$ cat src/design/dcm_pkg.sv
// Package for the decimal component multiplier: widths, angles, timing counts, types.
// Assumes a single 25 MHz clock and a host that loads operands before start.
package dcm_pkg;
  localparam int CLK_MHZ        = 25;
  // One degree of the components cycle, in ns (scaled model of the cam shaft)
  localparam int DEG_NS         = 80;
  localparam int DEG_CYC        = (DEG_NS * CLK_MHZ + 999) / 1000;
  localparam int HALF_DEG       = 180;
  localparam int ROUTE_DEG_R    = 14;
  localparam int GATE_DEG_R     = 15;
  localparam int ACC_DEG_R      = 30;
  localparam int ROUTE_DEG_L    = 194;
  localparam int GATE_DEG_L     = 195;
  localparam int ACC_DEG_L      = 210;
  localparam int ACC_LEN_DEG    = 90;
  localparam int POS_CYC        = 4;
  localparam int MC_DIGITS      = 12;
  localparam int MP_DIGITS      = 12;
  localparam int ACC_DIGITS     = 24;
  localparam int SHIFT_W        = 5;
  localparam int PULSES         = 9;

  typedef enum {
    ST_HOME, ST_POS_R, ST_STROKE_R, ST_POS_L, ST_STROKE_L, ST_DONE
  } stroke_t;

  typedef struct packed {
    logic        routeClosed;
    logic        gateOn;
    logic        accumulating;
    logic        leftHand;
    logic        finalPair;
  } strokeFlags_t;
endpackage : dcm_pkg

$ cat src/design/decimal_component_multiplier.sv
// Digit-serial decimal multiplier adding right- and left-hand components per multiplier digit.
// Assumes the host loads multiplicand, multiplier and shift before pulsing start.
`timescale 1ns/10ps
// Function
// - Each multiplier digit adds one right and one left component.
// - Two drive cycles per digit: two accumulator cycles, one components cycle.
// - Right stroke in first half of components cycle, left in second.
// - One extra right and left stroke after last digit, round-off/clear there.
// - Each drive trip runs one drive and accumulator cycle, 180 degrees.
// - Right stroke: route 14 deg, gate 15 deg, accumulate from 30 deg.
// - Left stroke: route 194 deg, accumulate from 210 deg.
// - Drive not tripped until table and shifter selections are positioned.
// - Nine pulses: eight breaking contacts, gate switch sets the ninth.
// - Each pulse advances its accumulator column by its length.
// - Function table maps nine pulses to nine bus lines per digit.
// - Each multiplicand column routes the pulse of its stored digit.
// - Shifter places multiplicand columns on consecutive accumulator columns.
// - Zero multiplier digits are skipped in no significant time.
// - Left-hand strokes shift one column further left.
module decimal_component_multiplier #(
  parameter int MC_N   = dcm_pkg::MC_DIGITS,
  parameter int MP_N   = dcm_pkg::MP_DIGITS,
  parameter int ACC_N  = dcm_pkg::ACC_DIGITS,
  parameter int DEG_CY = dcm_pkg::DEG_CYC
) (
  input  wire logic                    clk,           // 25 MHz clock
  input  wire logic                    rst,           // Async reset, high
  input  wire logic                    start,         // One-cycle start pulse
  input  wire logic [4*MC_N-1:0]       multiplicand,  // BCD, digit 0 is units
  input  wire logic [4*MP_N-1:0]       multiplier,    // BCD, digit 0 first
  input  wire logic [dcm_pkg::SHIFT_W-1:0] shift,     // Right-hand column of mc digit 0
  input  wire logic                    roundOn,       // Add five below round column
  input  wire logic                    clearOn,       // Clear low columns on final left
  input  wire logic [dcm_pkg::SHIFT_W-1:0] roundCol,  // Round-off column
  output logic [4*ACC_N-1:0]           product,       // BCD product accumulator
  output logic                         busy,          // Multiplication running
  output logic                         done,          // One-cycle completion pulse
  output logic                         drive_trip_coil, // One-cycle stroke trip
  output logic                         pulse_gate_switch, // Nine pulse gate
  output dcm_pkg::strokeFlags_t        flags          // Stroke status
);
  localparam int DEG_W = 9;
  localparam int DIG_W = $clog2(MP_N + 1);
  localparam int SEL_W = 7;

  dcm_pkg::stroke_t     state, next_state;
  logic [DIG_W-1:0]     digitIdx, next_digitIdx;
  logic [DEG_W-1:0]     angle, next_angle;
  logic [15:0]          subCnt, next_subCnt;
  logic [2:0]           posCnt, next_posCnt;
  logic [3:0]           selDigit, next_selDigit;
  logic                 finalPair, next_finalPair;
  logic [4*ACC_N-1:0]   next_product;
  logic                 next_busy, next_done, next_trip, next_gate;
  dcm_pkg::strokeFlags_t next_flags;
  logic [SEL_W-1:0]     shiftSel, next_shiftSel;
  logic [15:0]          tickCnt, next_tickCnt;
  logic [3:0]           unitIdx, next_unitIdx;
  logic                 unitTick;
  logic [3:0]           accAdd [ACC_N];
  logic [ACC_N-1:0]     colPulse;
  logic [8:0]           pulses;
  logic                 pulseRun;

  pulse_source #(.UNIT_CYC(DEG_CY)) u_pulse (
    .clk    (clk),
    .rst    (rst),
    .gateOn (pulseRun),
    .pulses (pulses)
  );

  function automatic logic [3:0] mpDigit(input logic [4*MP_N-1:0] v, input int i);
    mpDigit = v[4*i +: 4];
  endfunction : mpDigit

  // Pulses run only while the gate is closed and the cam is in its window
  assign pulseRun = pulse_gate_switch && flags.accumulating;

  // table, stored digit and shifter per column
  for (genvar c = 0; c < ACC_N; c++) begin : g_col
    always_comb begin
      int         m;
      logic [7:0] prod;
      m         = c - int'(shiftSel);
      prod      = 8'h00;
      accAdd[c] = 4'h0;
      if (!finalPair && m >= 0 && m < MC_N) begin
        // Right stroke adds the units of each digit product, left the tens
        prod      = 8'(multiplicand[4*m +: 4]) * 8'(selDigit);
        accAdd[c] = flags.leftHand ? 4'(prod / 8'h0A) : 4'(prod % 8'h0A);
      end else if (finalPair && !flags.leftHand && roundOn && int'(roundCol) == c + 1) begin
        // round-off five below the round column
        accAdd[c] = 4'h5;
      end
    end
    // column takes the pulse whose length is its component
    assign colPulse[c] = |({pulses, 1'b0} & (10'h001 << accAdd[c]));
  end

  // length units counted exactly as the pulse source counts them
  always_comb begin
    next_tickCnt = '0;
    next_unitIdx = '0;
    unitTick     = 1'b0;
    if (pulseRun) begin
      next_tickCnt = tickCnt + 16'h1;
      next_unitIdx = unitIdx;
      if (tickCnt == 16'(DEG_CY - 1)) begin
        next_tickCnt = '0;
        // Ninth pulse is the gate itself, so stop after nine units
        if (unitIdx != 4'h9) begin
          unitTick     = 1'b1;
          next_unitIdx = unitIdx + 4'h1;
        end
      end
    end
  end

  always_ff @(posedge clk or posedge rst) begin
    if (rst) begin
      tickCnt <= '0;
      unitIdx <= 4'h0;
    end else begin
      tickCnt <= next_tickCnt;
      unitIdx <= next_unitIdx;
    end
  end

  always_comb begin
    next_state     = state;
    next_digitIdx  = digitIdx;
    next_angle     = angle;
    next_subCnt    = subCnt;
    next_posCnt    = posCnt;
    next_selDigit  = selDigit;
    next_shiftSel  = shiftSel;
    next_finalPair = finalPair;
    next_product   = product;
    next_busy      = busy;
    next_done      = 1'b0;
    next_trip      = 1'b0;
    next_gate      = pulse_gate_switch;
    next_flags     = flags;
    unique case (state)
      dcm_pkg::ST_HOME: begin
        if (start) begin
          next_busy      = 1'b1;
          next_digitIdx  = '0;
          next_finalPair = 1'b0;
          next_product   = '0;
          next_posCnt    = '0;
          next_state     = dcm_pkg::ST_POS_R;
        end
      end
      dcm_pkg::ST_POS_R: begin
        if (!finalPair && digitIdx < DIG_W'(MP_N)
            && mpDigit(multiplier, int'(digitIdx)) == 4'h0) begin
          next_digitIdx = digitIdx + 1'b1;
          next_posCnt   = '0;
        end else if (!finalPair && digitIdx == DIG_W'(MP_N)) begin
          // extra stroke pair after last digit
          next_finalPair = 1'b1;
          next_posCnt    = '0;
        end else if (posCnt == 3'(dcm_pkg::POS_CYC)) begin
          next_trip        = 1'b1;
          next_angle       = '0;
          next_subCnt      = '0;
          next_flags.leftHand  = 1'b0;
          next_flags.finalPair = finalPair;
          next_state       = dcm_pkg::ST_STROKE_R;
        end else begin
          next_selDigit = finalPair ? 4'h0 : mpDigit(multiplier, int'(digitIdx));
          // shifter steps one column per multiplier digit
          next_shiftSel = SEL_W'(shift) + SEL_W'(digitIdx);
          next_posCnt   = posCnt + 3'h1;
        end
      end
      dcm_pkg::ST_POS_L: begin
        if (posCnt == 3'(dcm_pkg::POS_CYC)) begin
          next_trip            = 1'b1;
          next_flags.leftHand  = 1'b1;
          next_subCnt          = '0;
          next_state           = dcm_pkg::ST_STROKE_L;
        end else begin
          // left shifter one column further left
          next_shiftSel = SEL_W'(shift) + SEL_W'(digitIdx) + SEL_W'(1);
          next_posCnt = posCnt + 3'h1;
        end
      end
      dcm_pkg::ST_STROKE_R, dcm_pkg::ST_STROKE_L: begin
        // each trip sweeps half a revolution
        if (subCnt == 16'(DEG_CY - 1)) begin
          next_subCnt = '0;
          next_angle  = angle + 1'b1;
        end else begin
          next_subCnt = subCnt + 16'h1;
        end
        next_flags.routeClosed  = state == dcm_pkg::ST_STROKE_R
          ? (angle >= DEG_W'(dcm_pkg::ROUTE_DEG_R)) : (angle >= DEG_W'(dcm_pkg::ROUTE_DEG_L));
        next_gate = state == dcm_pkg::ST_STROKE_R
          ? (angle >= DEG_W'(dcm_pkg::GATE_DEG_R)
             && angle < DEG_W'(dcm_pkg::GATE_DEG_R + dcm_pkg::ACC_LEN_DEG))
          : (angle >= DEG_W'(dcm_pkg::GATE_DEG_L)
             && angle < DEG_W'(dcm_pkg::GATE_DEG_L + dcm_pkg::ACC_LEN_DEG));
        next_flags.gateOn = next_gate;
        next_flags.accumulating = state == dcm_pkg::ST_STROKE_R
          ? (angle >= DEG_W'(dcm_pkg::ACC_DEG_R)
             && angle < DEG_W'(dcm_pkg::GATE_DEG_R + dcm_pkg::ACC_LEN_DEG))
          : (angle >= DEG_W'(dcm_pkg::ACC_DEG_L)
             && angle < DEG_W'(dcm_pkg::GATE_DEG_L + dcm_pkg::ACC_LEN_DEG));
        // every lit column steps once per length unit
        if (unitTick) begin
          next_product = bcdAdd(product, colPulse);
        end
        // right ends at 180, left at 360
        if (state == dcm_pkg::ST_STROKE_R && angle == DEG_W'(dcm_pkg::HALF_DEG)) begin
          next_posCnt = '0;
          next_angle  = DEG_W'(dcm_pkg::HALF_DEG);
          next_gate   = 1'b0;
          next_flags.routeClosed = 1'b0;
          next_flags.gateOn      = 1'b0;
          next_state  = dcm_pkg::ST_POS_L;
        end else if (state == dcm_pkg::ST_STROKE_L
                     && angle == DEG_W'(2 * dcm_pkg::HALF_DEG)) begin
          // digit done after full components cycle
          next_gate   = 1'b0;
          next_flags.routeClosed = 1'b0;
          next_flags.gateOn      = 1'b0;
          next_posCnt = '0;
          if (finalPair) begin
            next_state = dcm_pkg::ST_DONE;
          end else begin
            next_digitIdx = digitIdx + 1'b1;
            next_state    = dcm_pkg::ST_POS_R;
          end
        end
      end
      dcm_pkg::ST_DONE: begin
        next_busy  = 1'b0;
        next_done  = 1'b1;
        next_flags = '0;
        next_state = dcm_pkg::ST_HOME;
      end
      default: next_state = dcm_pkg::ST_HOME;
    endcase
  end

  // One length-unit step: lit columns advance by one, carries ripple up;
  // the final left stroke clears the columns below the round column
  function automatic logic [4*ACC_N-1:0] bcdAdd(input logic [4*ACC_N-1:0] acc,
                                                input logic [ACC_N-1:0]   inc);
    logic [4:0] s;
    logic       cy;
    cy = 1'b0;
    for (int c = 0; c < ACC_N; c++) begin
      s = 5'(acc[4*c +: 4]) + 5'(inc[c]) + 5'(cy);
      cy = s > 5'h09;
      bcdAdd[4*c +: 4] = cy ? 4'(s - 5'h0A) : s[3:0];
      if (finalPair && flags.leftHand && clearOn && c < int'(roundCol)) begin
        bcdAdd[4*c +: 4] = 4'h0;
      end
    end
  endfunction : bcdAdd

  always_ff @(posedge clk or posedge rst) begin
    if (rst) begin
      state             <= dcm_pkg::ST_HOME;
      digitIdx          <= '0;
      angle             <= '0;
      subCnt            <= '0;
      posCnt            <= '0;
      selDigit          <= 4'h0;
      shiftSel          <= '0;
      finalPair         <= 1'b0;
      product           <= '0;
      busy              <= 1'b0;
      done              <= 1'b0;
      drive_trip_coil   <= 1'b0;
      pulse_gate_switch <= 1'b0;
      flags             <= '0;
    end else begin
      state             <= next_state;
      digitIdx          <= next_digitIdx;
      angle             <= next_angle;
      subCnt            <= next_subCnt;
      posCnt            <= next_posCnt;
      selDigit          <= next_selDigit;
      shiftSel          <= next_shiftSel;
      finalPair         <= next_finalPair;
      product           <= next_product;
      busy              <= next_busy;
      done              <= next_done;
      drive_trip_coil   <= next_trip;
      pulse_gate_switch <= next_gate;
      flags             <= next_flags;
    end
  end
endmodule : decimal_component_multiplier

$ cat src/design/pulse_source.sv
// Nine-length pulse source: pulse k stays high for k length units after the gate opens.
// Assumes the caller holds gateOn for the whole accumulation window.
`timescale 1ns/10ps
module pulse_source #(
  parameter int UNIT_CYC = 10
) (
  input  wire logic       clk,      // System clock
  input  wire logic       rst,      // Async reset, high
  input  wire logic       gateOn,   // Pulse gate switch closed
  output logic [8:0]      pulses    // Pulse k-1 high for k units
);
  logic [7:0] unitCnt;
  logic [7:0] next_unitCnt;
  logic [3:0] lenCnt;
  logic [3:0] next_lenCnt;

  always_comb begin
    next_unitCnt = unitCnt;
    next_lenCnt  = lenCnt;
    if (!gateOn) begin
      next_unitCnt = 8'h00;
      next_lenCnt  = 4'h0;
    end else if (lenCnt != 4'h9) begin
      if (unitCnt == 8'(UNIT_CYC - 1)) begin
        next_unitCnt = 8'h00;
        next_lenCnt  = lenCnt + 4'h1;
      end else begin
        next_unitCnt = unitCnt + 8'h01;
      end
    end
  end

  always_ff @(posedge clk or posedge rst) begin
    if (rst) begin
      unitCnt <= 8'h00;
      lenCnt  <= 4'h0;
    end else begin
      unitCnt <= next_unitCnt;
      lenCnt  <= next_lenCnt;
    end
  end

  // eight breaking contacts, gate sets ninth
  for (genvar k = 0; k < 8; k++) begin : g_break
    assign pulses[k] = gateOn && (lenCnt < 4'(k + 1));
  end
  assign pulses[8] = gateOn;
endmodule : pulse_source

$ cat config.mk
export PLATFORM = sky130hd
export DESIGN_NAME = decimal_component_multiplier
export DESIGN_NICKNAME = d
export VERILOG_FILES = /design/src/design/dcm_pkg.sv /design/src/design/decimal_component_multiplier.sv /design/src/design/pulse_source.sv
export SDC_FILE = /design/constraint.sdc
export NUM_CORES = 2
export LEC_CHECK = 0
export ABC_AREA = 0
export BUFFER_PORTS_ARGS = -buffer_cell sky130_fd_sc_hd__buf_2
export CAP_MARGIN = 0
export CORE_ASPECT_RATIO = 1.4
export CORE_MARGIN = 10
export CORE_UTILIZATION = 60
export DETAILED_ROUTE_END_ITERATION = 8
export HOLD_SLACK_MARGIN = 0.15
export PLACE_DENSITY_LB_ADDON = 0.3
export SYNTH_ARGS = -nofsm -noshare
export SYNTH_HDL_FRONTEND = slang
export SYNTH_SLANG_ARGS = --single-unit
$ cat constraint.sdc
create_clock -name clk -period 93 [get_ports clk]
set_clock_uncertainty 0.05 [all_clocks]
set_input_delay 9.3 -clock clk [delete_from_list [all_inputs] [get_ports clk]]
set_output_delay 9.3 -clock clk [all_outputs]
set_load 0.03 [all_outputs]
==> key figures <==
Global route
  – GRT Total Usage: between 30% and 40%
  – Met1 GRT Util: 38.7%
  – Remaining Overflow, GRT: 0
  – Initial antenna violation count: 3
  – Largest net degree at the start of global routing: around 110
  – GR peak layer: met2
  – First-pass GRT wire length: approximately 250000 um
  – Vias in the first global route: roughly 47k
  – Met2 usage: between 50% and 60%
  – M3 GR Usage: approximately 6.8%

Synth
  – Netlist cell types: approximately 130
  – Synth Register Bits: roughly 180
  – Post-synth top area cell: ha_1
  – Seq/Total Area, Yosys: 9.84%
  – Area contributors post-synth: ha_1 (12%), dfrtp_1 (9.8%), nand2_1 (5.3%)
  – Mean area per synthesized cell: 7.32 sq um
  – Syn Inst Count: 6391
  – Synth Net Count: ~7k
  – Post-synth ARST share: 100%
  – Yosys top cell area share: 12.0%
  – Dominant synthesized flop cell: dfrtp_1
  – Mapped cell area: roughly 47000 sq um
  – Number of synthesized flops with an enable pin: 0
  – Yosys warns: 0

Critical path
  – CP Data Required Time: 93300 ps
  – CP most frequent cell: ha_1
  – Critical path class: input port to register
  – Register-to-Register Path Depth: around 220
  – Startpoint types: input port
  – Worst EP arrival: approximately 63000 ps
  – CP peak stage delay: 850 ps
  – Highest fanout seen on the critical path: 16
  – CP max stage cell: xnor2_1
  – Critical Path Sink Type: register

STA
  – Post-route minimum period: approximately 62000 ps
  – Fin. max-slew vios: 0
  – Final worst setup slack: 30580 ps
  – FMAX: roughly 16 MHz
  – Final worst path period share: about two thirds
  – TNS Setup: 0 ps
  – Hold_ws: around 460 ps
  – RSZ-0062 raised after global routing: false
  – Endpoints failing setup: 0
  – Slew HR: around an eighth
  – Worst-Margin Slew: roughly 1300 ps
  – Final Hold Vio Count: 0

Placement
  – Dpl hpwl: 121000 um
  – GPL Wtd Cong: ~1.0
  – Post-place setup slack: just over 30000 ps
  – Cell Area, Placed: 48700 sq um
  – Port Buffers: 215

Final layout
  – Commonest non-fill, non-tap cells in the layout: nand2_1 (655), nor2_1 (479), ha_1 (450)
  – Most common cell after layout, fill and taps aside: nand2_1
  – Design area: just under 50000 sq um
  – Layout cells sized above 1: around a tenth
  – Nets: a little over 7k
  – Area Growth Syn to Fin: 5.26%

Detailed routing
  – DR vias/cell: 6.80
  – Final WL: 158000 um
  – DR DRC count: 0
  – Final ANT Viol Nets: 0
  – Via Count: approximately 50k
  – Routed len/inst: 21.2 um
  – Drt initial violations: around 5k
  – First-pass detailed-route iteration total: 5

Flow run
  – Max-cap violations: 0

Clocking
  – Clock sinks: 184
  – Root Buffer Master: clkbuf_16
  – CTS clk-pin slew, worst paths: 80 ps
  – H-tree Lvls: 4
  – Clk_lat worst skew: around 480 ps
  – Setup bufs post-CTS: 0
  – CTS max path bufs: 2
  – Post-cts sizing count: 0
  – CTS tree: yes
  – TritonCTS buffer count: 17
  – Post-CTS Hold Buffers: 0

Die
  – Core footprint: between 70000 and 80000 sq um
  – Die Ht: ~350 um
  – Starting Density: around three fifths
  – I/O Pins: ~220
  – Die Area: roughly 90000 sq um
  – Core Rows: 121
  – Die width: 256 um

Power and ir drop
  – Total power per unit cell area: about 7 nW/um^2
  – VDD IR max: approximately 0.014 mV
  – Leakage power: about 22 nW

Worst hold path
  – Worst hold path depth: 1
  – Worst hold-check path type: register to register

Run status
  – Status: finished, final reports clean
## area by class of cell
class	instances	area, sq um
Antenna cell	3	7.51
Timing Repair Buffer	302	1730
Multi-Input combinational cell	5436	39300
Inverter	458	1730
Tap cell	1045	1310
Clock buffer	17	425
Sequential cell	184	4620
Clock inverter	15	156
Fill cell	7059	28200
## metrics by stage
step | util [%] | cells | total power, mW
6_report | 63.6 | 7460 | 0.344
4_1_cts | 63.5 | 7457 | 0.339
2_1_floorplan | - | 6391 | 0.229
3_3_place_gp | 62.8 | 7425 | 0.260
3_5_place_dp | 62.8 | 7425 | 0.263
5_1_grt | 63.6 | 7458 | 0.367
## final timing paths
path / slack [ps] / from / to
max: 30580 / multiplicand[4] / product[95]
min: 460 / tickCnt[0] / tickCnt[0]
max reg2reg: 37030 / shiftSel[1] / product[95]
min reg2reg: 460 / tickCnt[0] / tickCnt[0]
max in group asynchronous: 82400 / rst / product[41]
min in group asynchronous: 8900 / rst / subCnt[2]
## layer usage
layer | routed length (um) | vias up | part of all wire, %
li1 | - | 23786 | -
met1 | 59600 | 24021 | 38
met2 | 71000 | 2356 | 45
met3 | 15200 | 548 | 9.6
met4 | 12200 | 2 | 7.7
met5 | 13 | - | 0.0082
## sequential cells by signal, summed over array words and instances (netlist names)
signal             count
shiftSel               7
pulse_gate_switch      1
u_pulse.lenCnt         4
tickCnt               16
angle                  9
selDigit               4
drive_trip_coil        1
subCnt                16
posCnt                 3
u_pulse.unitCnt        8
finalPair              1
digitIdx               4
done                   1
busy                   1
unitIdx                4
product               96
state                  3
flags                  5
## power by group
part	switching (mW)	internal, mW	leakage [nW]
combinational	0.116	0.0729	19.0
clock	0.0393	0.0359	0.277
sequential	0	0.0799	2.43
## cell usage after synthesis (all sizes together) (68+ instances only)
cell / count
a211oi: 111
a21o: 79
a21oi: 452
a22o: 92
a31oi: 120
and2: 139
and3: 119
clkbuf: 257
dfrtp: 184
fa: 120
ha: 450
inv: 449
mux2i: 121
nand2: 655
nand3: 175
nor2: 481
nor2b: 90
nor3: 221
nor4: 68
o211ai: 82
o21ai: 399
o22ai: 83
xnor2: 195
xor2: 90
## critical path: cells and delay by family
kind                       cells  cell delay (ps)
buffers and inverters         24             2660
muxes                          9             2490
AOI/OAI and AO/OA             67            13890
and+or+nand+nor               17             2980
xor gates and xnor gates      26             7910
adders and majority gates     76            23430
## cell families (layout without fill, tap and decap cells)
kind of cell	count (synthesis)	count (layout)	share of synthesized area, %
buffers and inverters	771	792	6.31
other	0	3	0
DFF	184	184	9.84
xor gates and xnor gates	285	285	5.45
adders and majority gates	579	579	17.4
muxes	219	219	6.22
AOI/OAI and AO/OA	2038	2038	30.2
and+or+nand+nor	2315	2315	24.6
No activity file was read; power rests on OpenSTA's default activity.
